## src/rtl/time_base_defs.svh

```systemverilog
// constants for the time base and square-wave output block
`ifndef TIME_BASE_DEFS_SVH
`define TIME_BASE_DEFS_SVH

// register indices; byte address is four times the index
`define TB_CTRL_IDX      8'h36
`define TB_STATUS_IDX    8'h37
`define TB_MASK_IDX      8'h38
`define TB_COUNT_IDX     8'h39
`define TB_ADDR_W        12
`define TB_CTRL_ADDR     {2'b00, `TB_CTRL_IDX, 2'b00}
`define TB_STATUS_ADDR   {2'b00, `TB_STATUS_IDX, 2'b00}
`define TB_MASK_ADDR     {2'b00, `TB_MASK_IDX, 2'b00}
`define TB_COUNT_ADDR    {2'b00, `TB_COUNT_IDX, 2'b00}

// control register fields
`define TB_SQ_EN_BIT     7
`define TB_SQ_RATE_HI    6
`define TB_SQ_RATE_LO    5
`define TB_IRQ_EN_BIT    3
`define TB_IRQ_RATE_HI   2
`define TB_IRQ_RATE_LO   0
`define TB_CTRL_RESET    8'h00
`define TB_EVT_RESET     2'h0

// status and mask fields
`define TB_EVT_TICK_BIT  0
`define TB_EVT_SQ_BIT    1

// prescaler and its taps: divide by 2^n falls on bit n-1
`define TB_PRE_W         23
`define TB_TAP_D23       5'h16
`define TB_TAP_D21       5'h14
`define TB_TAP_D16       5'h0F
`define TB_TAP_D14       5'h0D
`define TB_TAP_D13       5'h0C
`define TB_TAP_D12       5'h0B
`define TB_TAP_D11       5'h0A
`define TB_TAP_D9        5'h08
`define TB_SQTAP_D13     5'h0C
`define TB_SQTAP_D12     5'h0B
`define TB_SQTAP_D11     5'h0A
`define TB_SQTAP_D10     5'h09

`endif

```

## src/rtl/time_base_pkg.sv

```systemverilog
// types shared by the time base block
package time_base_pkg;

  typedef struct packed {
    logic       sq_en;
    logic [1:0] sq_rate;
    logic       rsvd;
    logic       irq_en;
    logic [2:0] irq_rate;
  } ctrl_s;

  typedef struct packed {
    logic sq_edge;
    logic tick;
  } evt_s;

  typedef enum logic [1:0] {
    BUS_IDLE   = 2'b00,
    BUS_ACCESS = 2'b01
  } bus_state_e;

endpackage

```

## src/rtl/time_base_unit.sv

```systemverilog
// time base timer, periodic interrupt and square-wave output with APB slave
// Function
// - 8-bit control register, all bits reset zero
// - interrupt rate code picks divider 2^23..2^9
// - code 000 about 0.95 Hz, 111 fast
// - rate and enable written together start new rate
// - request on each falling edge of tap
// - writes never clear the prescaler
// - square wave about 50% duty when enabled
// - square wave on active-low output pin
// - square rate codes double frequency each step
//
// Register access over APB was left to the implementer.
`timescale 1ns/1ps
`include "time_base_defs.svh"

// falling edge of one prescaler bit, seen from the count and its successor;
// purely combinational so the caller decides where to register it
module tap_fall_detect #(
  parameter int W = 23
) (
  input  wire logic [W-1:0] cnt,
  input  wire logic [W-1:0] cnt_nxt,
  input  wire logic [4:0]   sel,
  input  wire logic         en,
  output logic              fall
);
  assign fall = en & cnt[sel] & ~cnt_nxt[sel];
endmodule // tap_fall_detect

module time_base_unit (
  input  wire logic                   core_clk,
  input  wire logic                   reset,
  input  wire logic                   psel,
  input  wire logic                   penable,
  input  wire logic                   pwrite,
  input  wire logic [`TB_ADDR_W-1:0]  paddr,
  input  wire logic [31:0]            pwdata,
  output logic      [31:0]            prdata,
  output logic                        pready,
  output logic                        pslverr,
  output logic                        periodic_irq_request,
  output logic                        square_out_n,
  output logic                        irq
);
  import time_base_pkg::*;

  ctrl_s                 ctrl_r;
  evt_s                  status_r;
  evt_s                  status_nxt;
  evt_s                  mask_r;
  evt_s                  evt;
  bus_state_e            bus_r;
  logic [`TB_PRE_W-1:0]  pre_r;
  logic [`TB_PRE_W-1:0]  pre_nxt;
  logic [4:0]            irq_tap;
  logic [4:0]            sq_tap;
  logic                  tick;
  logic                  sq_fall;
  logic [31:0]           prdata_r;
  logic                  pready_r;
  logic                  pslverr_r;
  logic                  req_r;
  logic                  sq_r;
  logic                  irq_r;
  logic                  wr_take;
  logic                  mapped;
  logic [31:0]           rd_val;
  logic                  setup;

  // free-running prescaler, only reset clears it;
  // control writes never touch it, so the first tick after
  // enabling may come early, a limitation software must accept
  // 23 bits cover the slowest divider, 2^23
  assign pre_nxt = pre_r + `TB_PRE_W'(1);

  always_ff @(posedge core_clk or posedge reset) begin
    if (reset) begin
      pre_r <= '0;
    end else begin
      pre_r <= pre_nxt;
    end
  end

  // interrupt tap select from the rate code
  // division by 2^(k+1) falls on bit k of the count
  always_comb begin
    case (ctrl_r.irq_rate)
      3'b000:  irq_tap = `TB_TAP_D23;
      3'b001:  irq_tap = `TB_TAP_D21;
      3'b010:  irq_tap = `TB_TAP_D16;
      3'b011:  irq_tap = `TB_TAP_D14;
      3'b100:  irq_tap = `TB_TAP_D13;
      3'b101:  irq_tap = `TB_TAP_D12;
      3'b110:  irq_tap = `TB_TAP_D11;
      3'b111:  irq_tap = `TB_TAP_D9;
      default: irq_tap = `TB_TAP_D23;
    endcase
  end

  // square-wave tap select; each step halves the divider
  always_comb begin
    case (ctrl_r.sq_rate)
      2'b00:   sq_tap = `TB_SQTAP_D13;
      2'b01:   sq_tap = `TB_SQTAP_D12;
      2'b10:   sq_tap = `TB_SQTAP_D11;
      2'b11:   sq_tap = `TB_SQTAP_D10;
      default: sq_tap = `TB_SQTAP_D13;
    endcase
  end

  // interrupt tick on the falling edge of the selected tap;
  // no history flop, so a rate change lands on the new tap at once
  tap_fall_detect #(
    .W (`TB_PRE_W)
  ) u_tap_fall_detect_irq (
    .cnt     (pre_r),
    .cnt_nxt (pre_nxt),
    .sel     (irq_tap),
    .en      (ctrl_r.irq_en),
    .fall    (tick)
  );

  // falling tap edge of the square wave, logged in status
  tap_fall_detect #(
    .W (`TB_PRE_W)
  ) u_tap_fall_detect_sq (
    .cnt     (pre_r),
    .cnt_nxt (pre_nxt),
    .sel     (sq_tap),
    .en      (ctrl_r.sq_en),
    .fall    (sq_fall)
  );

  // request pulse, coincides with the falling tap edge;
  // registered, so it lands in the cycle where the tap bits read zero
  always_ff @(posedge core_clk or posedge reset) begin
    if (reset) begin
      req_r <= 1'b0;
    end else begin
      req_r <= tick;
    end
  end

  // pin is the inverted tap; idle level is high
  // registered in step with the count, so duty is exactly half
  always_ff @(posedge core_clk or posedge reset) begin
    if (reset) begin
      sq_r <= 1'b1;
    end else if (ctrl_r.sq_en) begin
      sq_r <= ~pre_nxt[sq_tap];
    end else begin
      sq_r <= 1'b1;
    end
  end

  // bus decode; four word registers, anything else answers pslverr
  assign mapped  = (paddr == `TB_CTRL_ADDR) || (paddr == `TB_STATUS_ADDR) ||
                   (paddr == `TB_MASK_ADDR) || (paddr == `TB_COUNT_ADDR);
  // writes commit in the access cycle, as pready is seen high
  assign wr_take = psel & penable & pready_r & pwrite & ~pslverr_r;
  // setup phase seen while no access is in flight
  assign setup   = (bus_r == BUS_IDLE) & psel & ~penable;

  // read mux; unused high bits read as zero
  // count reads the prescaler as it stood in the setup cycle
  always_comb begin
    rd_val = '0;
    if (paddr == `TB_CTRL_ADDR) begin
      rd_val[7:0] = {ctrl_r.sq_en, ctrl_r.sq_rate, 1'b0,
                     ctrl_r.irq_en, ctrl_r.irq_rate};
    end else if (paddr == `TB_STATUS_ADDR) begin
      rd_val[1:0] = status_r;
    end else if (paddr == `TB_MASK_ADDR) begin
      rd_val[1:0] = mask_r;
    end else if (paddr == `TB_COUNT_ADDR) begin
      rd_val[`TB_PRE_W-1:0] = pre_r;
    end
  end

  // bus phase: setup moves to access, access always lasts one cycle
  always_ff @(posedge core_clk or posedge reset) begin
    if (reset) begin
      bus_r <= BUS_IDLE;
    end else begin
      case (bus_r)
        BUS_IDLE: begin
          if (psel && !penable) begin
            bus_r <= BUS_ACCESS;
          end
        end
        BUS_ACCESS: begin
          bus_r <= BUS_IDLE;
        end
        default: begin
          bus_r <= BUS_IDLE;
        end
      endcase
    end
  end

  // zero wait states: pready stands for exactly the access cycle
  always_ff @(posedge core_clk or posedge reset) begin
    if (reset) begin
      pready_r <= 1'b0;
    end else begin
      pready_r <= setup;
    end
  end

  // error flag rides with pready for an unmapped address
  always_ff @(posedge core_clk or posedge reset) begin
    if (reset) begin
      pslverr_r <= 1'b0;
    end else begin
      pslverr_r <= setup & ~mapped;
    end
  end

  // read data stands only with pready and reads zero otherwise,
  // so a stale word never lingers on a shared read bus
  always_ff @(posedge core_clk or posedge reset) begin
    if (reset) begin
      prdata_r <= '0;
    end else if (setup && !pwrite && mapped) begin
      prdata_r <= rd_val;
    end else begin
      prdata_r <= 32'h0000_0000;
    end
  end

  // control register; software alone keeps rate fields stable
  // while enabled, the hardware does not police it
  // reserved bit 4 is stored as zero and reads zero
  always_ff @(posedge core_clk or posedge reset) begin
    if (reset) begin
      ctrl_r <= `TB_CTRL_RESET;
    end else if (wr_take && paddr == `TB_CTRL_ADDR) begin
      ctrl_r.sq_en    <= pwdata[`TB_SQ_EN_BIT];
      ctrl_r.sq_rate  <= pwdata[`TB_SQ_RATE_HI:`TB_SQ_RATE_LO];
      ctrl_r.rsvd     <= 1'b0;
      ctrl_r.irq_en   <= pwdata[`TB_IRQ_EN_BIT];
      ctrl_r.irq_rate <= pwdata[`TB_IRQ_RATE_HI:`TB_IRQ_RATE_LO];
    end
  end

  // mask register; gates the level interrupt only, status still records
  always_ff @(posedge core_clk or posedge reset) begin
    if (reset) begin
      mask_r <= `TB_EVT_RESET;
    end else if (wr_take && paddr == `TB_MASK_ADDR) begin
      mask_r <= pwdata[1:0];
    end
  end

  // sticky status, write one to clear; a new event beats the clear
  // both events share one word so a single read sees them together
  assign evt = {sq_fall, tick};

  always_comb begin
    status_nxt = status_r;
    if (wr_take && paddr == `TB_STATUS_ADDR) begin
      status_nxt = status_nxt & ~evt_s'(pwdata[1:0]);
    end
    status_nxt = status_nxt | evt;
  end

  always_ff @(posedge core_clk or posedge reset) begin
    if (reset) begin
      status_r <= `TB_EVT_RESET;
    end else begin
      status_r <= status_nxt;
    end
  end

  // level interrupt from the next status so it tracks without lag;
  // a mask write shows on irq one cycle after it commits
  always_ff @(posedge core_clk or posedge reset) begin
    if (reset) begin
      irq_r <= 1'b0;
    end else begin
      irq_r <= |(status_nxt & mask_r);
    end
  end

  // every output comes straight from its flop
  assign prdata               = prdata_r;
  assign pready               = pready_r;
  assign pslverr              = pslverr_r;
  assign periodic_irq_request = req_r;
  assign square_out_n         = sq_r;
  assign irq                  = irq_r;

endmodule // time_base_unit

```

## config.mk

```make
export PLATFORM = sky130hd
export DESIGN_NAME = time_base_unit
export DESIGN_NICKNAME = d
export VERILOG_FILES = /design/src/rtl/time_base_pkg.sv /design/src/rtl/time_base_unit.sv
export VERILOG_INCLUDE_DIRS = /design/src /design/src/rtl
export SDC_FILE = /design/constraint.sdc
export NUM_CORES = 1
export LEC_CHECK = 0
export CAP_MARGIN = 20
export CORE_MARGIN = 2
export CORE_UTILIZATION = 65
export DETAILED_ROUTE_END_ITERATION = 7
export DONT_BUFFER_PORTS = 1
export PLACE_DENSITY_LB_ADDON = 0.05
export SYNTH_ARGS = -nofsm -noshare
export SYNTH_HDL_FRONTEND = slang
export SYNTH_SLANG_ARGS = --single-unit
```

## constraint.sdc

```tcl
create_clock -name core_clk -period 7.9 [get_ports core_clk]
set_clock_uncertainty 0.2 [all_clocks]
set_input_delay 0.395 -clock core_clk [delete_from_list [all_inputs] [get_ports core_clk]]
set_output_delay 0.395 -clock core_clk [all_outputs]
set_load 0.02 [all_outputs]
```

Word-level counts from Yosys, hierarchy flattened
Memory sizes are Yosys's and may differ from the RTL's.
Index checks and enable logic that the tools add are counted.
{ "word_totals": {"inputBits": 49, "rom_bits": 40, "n_memories": 1, "register_bits": 73, "wordCells": 83, "out_inout_bits": 37} }
{ "op_classes": {"bitwise": 20, "n_addsub": 1, "magnitude_cmp": 2, "n_reduce_logical": 14, "n_mux": 21, "n_eq_ne": 8} }
{ "memory_table": {"columns": ["name", "depth", "word_bits", "rd", "rd_clocked_by_memory_dff", "wr", "line_no", "source"], "rows": [
  ["(name not given)", 8, 5, 1, 0, 0, "time_base_unit.sv:88", "case (ctrl_r.irq_rate)"]
]} }
{ "op_table": {"columns": ["cell", "n"], "rows": [
  ["== test 12 x 8 -> 1 bit (second input constant)", 4],
  ["2-to-1 mux 23 bit", 2],
  ["2-to-1 mux 21 bit", 2],
  ["adder 23 x 1 -> 23 bit (second input constant)", 1],
  ["binary-select mux 1 bit (select 5 bit)", 4],
  ["one-hot mux 5 bit (4 select lines)", 1],
  ["2-to-1 mux 15 bit", 1],
  ["< comparator 5 x 6 -> 1 bit (second input constant)", 2],
  ["bitwise AND 1 bit", 11],
  ["2-to-1 mux 2 bit", 5],
  ["2-to-1 mux 8 bit", 1],
  ["logical AND 1 bit", 6],
  ["2-to-1 mux 1 bit", 5],
  ["NOT 1 bit", 5],
  ["bitwise AND 2 bit", 2],
  ["== test 2 bit (second input constant)", 2],
  ["zero test 2 bit", 2],
  ["logical OR 1 bit", 3],
  ["== test 2 x 1 -> 1 bit (second input constant)", 1],
  ["zero test 1 bit", 2],
  ["!= test 2 x 1 -> 1 bit (second input constant)", 1],
  ["NOT 2 bit", 1],
  ["OR 2 bit", 1],
  ["OR reduction 2 bit", 1]
]} }

Longest topological paths before layout
{ "logic_depth": {"ltp_word": 9, "ltp_mapped": 10, "ltp_nobuf": 9} }

By module
Synthesis repeated with hierarchy kept, for this count alone.
{ "hier_totals": {"cells_unflattened": 366, "area_unflattened_um2": 3538.4} }
{ "modules_own_cells": {"columns": ["module", "cells_per_inst", "seq_area_each_um2", "area_each_um2", "n_inst"], "rows": [
  ["time_base_unit", 258, 1577.8, 2827.7, 1],
  ["tap_fall_detect", 54, 0.0, 355.3, 2]
]} }

Worst setup path before layout
No wires, ideal clock.
{ "synth_path": {"path_type": "register to register", "start": "register ctrl_r[1] (netlist name)", "end": "register irq_r, in the netlist irq", "period_less_slack_ps": 2584, "arrival_time_ps": 2247, "n_path_buf": 0, "path_slack_ps": 5316, "setup_time_ps": 136, "required_ps": 7564, "stages_incl_launch_ff": 10, "path_cell_list": "dfrtp_1 -> inv_1 -> ha_1 -> mux2i_2 -> mux2_2 -> mux2_2 -> o21ai_0 -> a311oi_2 -> a211oi_2 -> o211ai_1"} }
{ "synth_between": {"elab_chain_cells": 8, "word_cells_on_any_way": 11, "cone_classes": "mux: 4; bitwise: 5; reduce/logical: 1; memory: 1"} }
{ "synth_lines": {"columns": ["element", "line_no", "source"], "rows": [
  ["start: declaration", "time_base_unit.sv:48", "ctrl_s ctrl_r;"],
  ["start signal: assignment", "time_base_unit.sv:237", "ctrl_r <= `TB_CTRL_RESET;"],
  ["memory read (8 x 5 bit) *", null, null],
  ["binary-select mux 1 bit (select 5 bit)", "time_base_unit.sv:28", "assign fall = en & cnt[sel] & ~cnt_nxt[sel];"],
  ["2-to-1 mux 1 bit (not written as such)", "time_base_unit.sv:28", null],
  ["bitwise AND 1 bit or NOT 1 bit (tied branches)", "time_base_unit.sv:28", null],
  ["bitwise AND 1 bit *", "time_base_unit.sv:28", null],
  ["OR 2 bit *", "time_base_unit.sv:265", "status_nxt = status_nxt | evt;"],
  ["bitwise AND 2 bit *", "time_base_unit.sv:282", "irq_r <= |(status_nxt & mask_r);"],
  ["OR reduction 2 bit *", "time_base_unit.sv:282", null],
  ["end signal: assignment", "time_base_unit.sv:282", null],
  ["end: declaration", "time_base_unit.sv:65", "logic irq_r;"]
]} }
Mark *: on every way between the ends. The rest lies on a longest branch, timed or not. The select of a mux whose other input is x is not followed.
A chain may end at the register's enable or synchronous reset.

Worst setup path after layout
Same ends and word-level chain as after synthesis.

==> summary.md <==
| Metric | Value |
|---|---|
| Status | completed |
| Min-delay src | paddr[2] |
| H-tree depth | 3 |
| Crit-path max FO | 8 |
| Layout Nets | 383 |
| Clk sink count | 63 |
| Final Cycle Share | 38.0% |
| Most frequent cell on the critical path | mux2_2 |
| Number of synthesized flops with an enable pin | 0 |
| Reg-to-Reg Start | ctrl_r[1] |
| RSZ-0062 raised after global routing | no |
| Drt drc | 0 |
| Initial Utilization | 66.7% |
| Min cycle time layout | 3.00 ns |
| Ys async rst share | 100% |
| Highest-delay cell along the critical path | mux2i_2 |
| List of most frequent post-synthesis cells | dfrtp_1, nand2_1, nor2_1 |
| Hold crit path type | in2reg |
| Row count | 26 |
| Vias/cell | around 6 |
| Pwr dens | ~170 nW/um^2 |
| Fin Hold WS | 0.0180 ns |
| Share of the synthesized area in the top cell type | 46.1% |
| Skew-Pair Late Insertion Delay | 0.34 ns |
| FF-to-FF setup slack | 4.90 ns |
| Final WL | 7170 um |
| Vias | 2423 |
| Worst-case clock buffer depth | 2 |
| Primary FF master, synth | dfrtp_1 |
| Leakage | 1.67 nW |
| Max Transition Viols Final | 0 |
| TritonRoute pass-1 iters | 5 |
| Critical Path End Type | flip-flop |
| CP required | 7.92 ns |
| Worst R2R Path Depth | 9 |
| Synth Register Bits | 63 |
| Slowest stage delay, CP | 0.48 ns |
| DP Wirelength | 5090 um |
| Grt peak-use layer | met2 |
| Initial DRC Count | 156 |
| Ranking of synthesized cells by area | dfrtp_1, and2_1, nand2_1 |
| CTS Buf Count | 9 |
| Setup Fix Bufs, Post-CTS | 0 |
| Die Span Y | about 76 um |
| Routed len/inst | 17.8 um |
| GP Congestion | between 0.9 and 1 |
| Mapped Cells | between 300 and 400 |
| Hold endpoint | prdata[0] |
| Yosys top cell by area | dfrtp_1 |
| Die ar. | between 5000 and 6000 um^2 |
| Slew HR | between 40% and 50% |
| Initial antenna violation count | 0 |
| Final number of setup-violating endpoints | 0 |
| Antenna-violating nets left | 0 |
| Met1 Track Usage GR | 37.8% |
| Crit start category | flip-flop |
| Max-Cap Viols | 0 |
| Clk slew on worst S/H paths | about 0.070 ns |
| Max Fclk | roughly 330 MHz |
| Die X | 75.9 um |
| Worst Path Arrival | 3.01 ns |
| Worst vdd ir | between 0.15 and 0.2 mV |
| First-pass GRT wire length | approximately 11000 um |
| IO Count | 86 |
| Synth-to-layout area growth | 7.93% |
| PortBufs | 0 |
| CORE AREA | 5040 um^2 |
| Min-Delay Path Depth | 2 |
| Synth Area per Inst | 10.5 um^2 |
| Layout cell share with drive strength beyond 1 | approximately 14% |
| Warnings, synthesis | 0 |
| Total global routing overflow | 0 |
| M2 GR Usage | around two fifths |
| Non-Filler Instances | 403 |
| Endpoints failing hold | 0 |
| Critical path class | reg2reg |
| Worst-margin pin slew | 0.758 ns |
| CTS tree | built |
| Sequential-to-total area share from yosys stat | between 40% and 50% |
| Critical-path cell list | inv_1 > ha_1 > mux2i_2 > mux2_2 > mux2_2 > o21ai_0 > a311oi_2 > a211oi_2 > o211ai_1 |
| Global router's overall resource usage | 25.9% |
| Met3 Use GR | about 6.3% |
| Clock root buffer | clkbuf_8 |
| Library cells used by synthesis | 66 |
| Diode count | 0 |
| Post-route total power | 0.616 mW |
| Placed cell count | 378 |
| Pin count of the biggest net entering global routing | 64 |
| Cell area after synthesis | 3360 um^2 |
| Setup TNS | 0 ns |
| Most common cell in the synthesized netlist | dfrtp_1 |
| Vias in the first global route | 2241 |
| R2r endpoint | irq |
## critical path: cells and delay by family (launching register included)
family	cells	cell delay (ns)
flops	1	0.42
buf+inv	1	0.13
fa+ha+maj	1	0.26
mux	3	1.15
compound gates	4	0.71
## worst max path at each step
stage               endpoint  startpoint  slack, ns
floorplan                irq   ctrl_r[1]       5.32
global placement         irq   ctrl_r[1]       4.93
detailed placement       irq   ctrl_r[1]       4.91
CTS                      irq   ctrl_r[1]       4.90
global route             irq   ctrl_r[1]       4.73
finish                   irq   ctrl_r[1]       4.90
## state kept, by name, summed over array words and instances (netlist names)
signal	count
prdata	23
pre_r	23
ctrl_r	7
mask_r	2
status_r	2
bus_r	1
irq	1
periodic_irq_request	1
pready	1
pslverr	1
square_out_n	1
## layer usage
layer  part of all wire, %  routed length (um)
met1                    46                3260
met2                    48                3440
met3                   5.4                 387
met4                   1.1                  78
met5                     0                   0
## area by class of cell
cell class	count	area (um^2)
multi-input cells	225	1600
flip-flops and latches	63	1580
clock inverters	3	42.5
fillers	374	1410
clock buffers	13	149
well taps	70	87.6
inverters	19	71.3
repair buffers	10	97.6
## power by group
part / total (mW) / switching [mW] / internal, mW
combinational: 0.0174 / 0.0122 / 0.00519
sequential: 0.325 / 0.00119 / 0.323
clock: 0.274 / 0.119 / 0.154
## layout by cell type, fill, tap and decap left out, types with 3 or more instances in the layout
| master | n |
|---|---|
| mux4_2 | 3 |
| nand2_1 | 25 |
| inv_1 | 18 |
| nand4_1 | 8 |
| dfrtp_1 | 62 |
| and2_1 | 18 |
| or4_1 | 3 |
| xor2_1 | 10 |
| clkbuf_8 | 10 |
| a22oi_1 | 6 |
| nand3_1 | 10 |
| xnor2_1 | 10 |
| ha_1 | 6 |
| o21ai_0 | 13 |
| or2_2 | 3 |
| a211oi_1 | 3 |
| o211a_1 | 3 |
| a21oi_1 | 4 |
| and3_1 | 4 |
| nor2_1 | 22 |
| dlygate4sd3_1 | 9 |
| nand3b_1 | 3 |
| mux2_2 | 7 |
| a31oi_1 | 3 |
| nor3_1 | 7 |
| clkbuf_1 | 3 |
| conb_1 | 9 |
## cell families after synthesis
| kind of cell | share of synthesized area (%) |
|---|---|
| simple gates | 22.5 |
| flops | 46.9 |
| compound gates | 11.9 |
| buf+inv | 6.29 |
| xor+xnor | 5.21 |
| mux | 4.76 |
| fa+ha+maj | 2.23 |
| other cells | 0.112 |
## metrics by stage
| stage | setup slack, ns | utilization [%] | area, um^2 |
|---|---|---|---|
| floorplan | 5.32 | - | 3390 |
| global placement | 4.93 | 66.4 | 3350 |
| detailed placement | 4.91 | 66.4 | 3350 |
| CTS | 4.90 | 71.8 | 3620 |
| global route | 4.73 | 72.0 | 3630 |
| finish | 4.90 | 72.0 | 3630 |
## timing repair
item | 4_1_cts | 5_1_grt
gates resized for setup | 0 | 0
endpoints found under the hold margin | 34 | 1
hold buffers | 8 | 1
No activity file was read; power rests on OpenSTA's default activity.
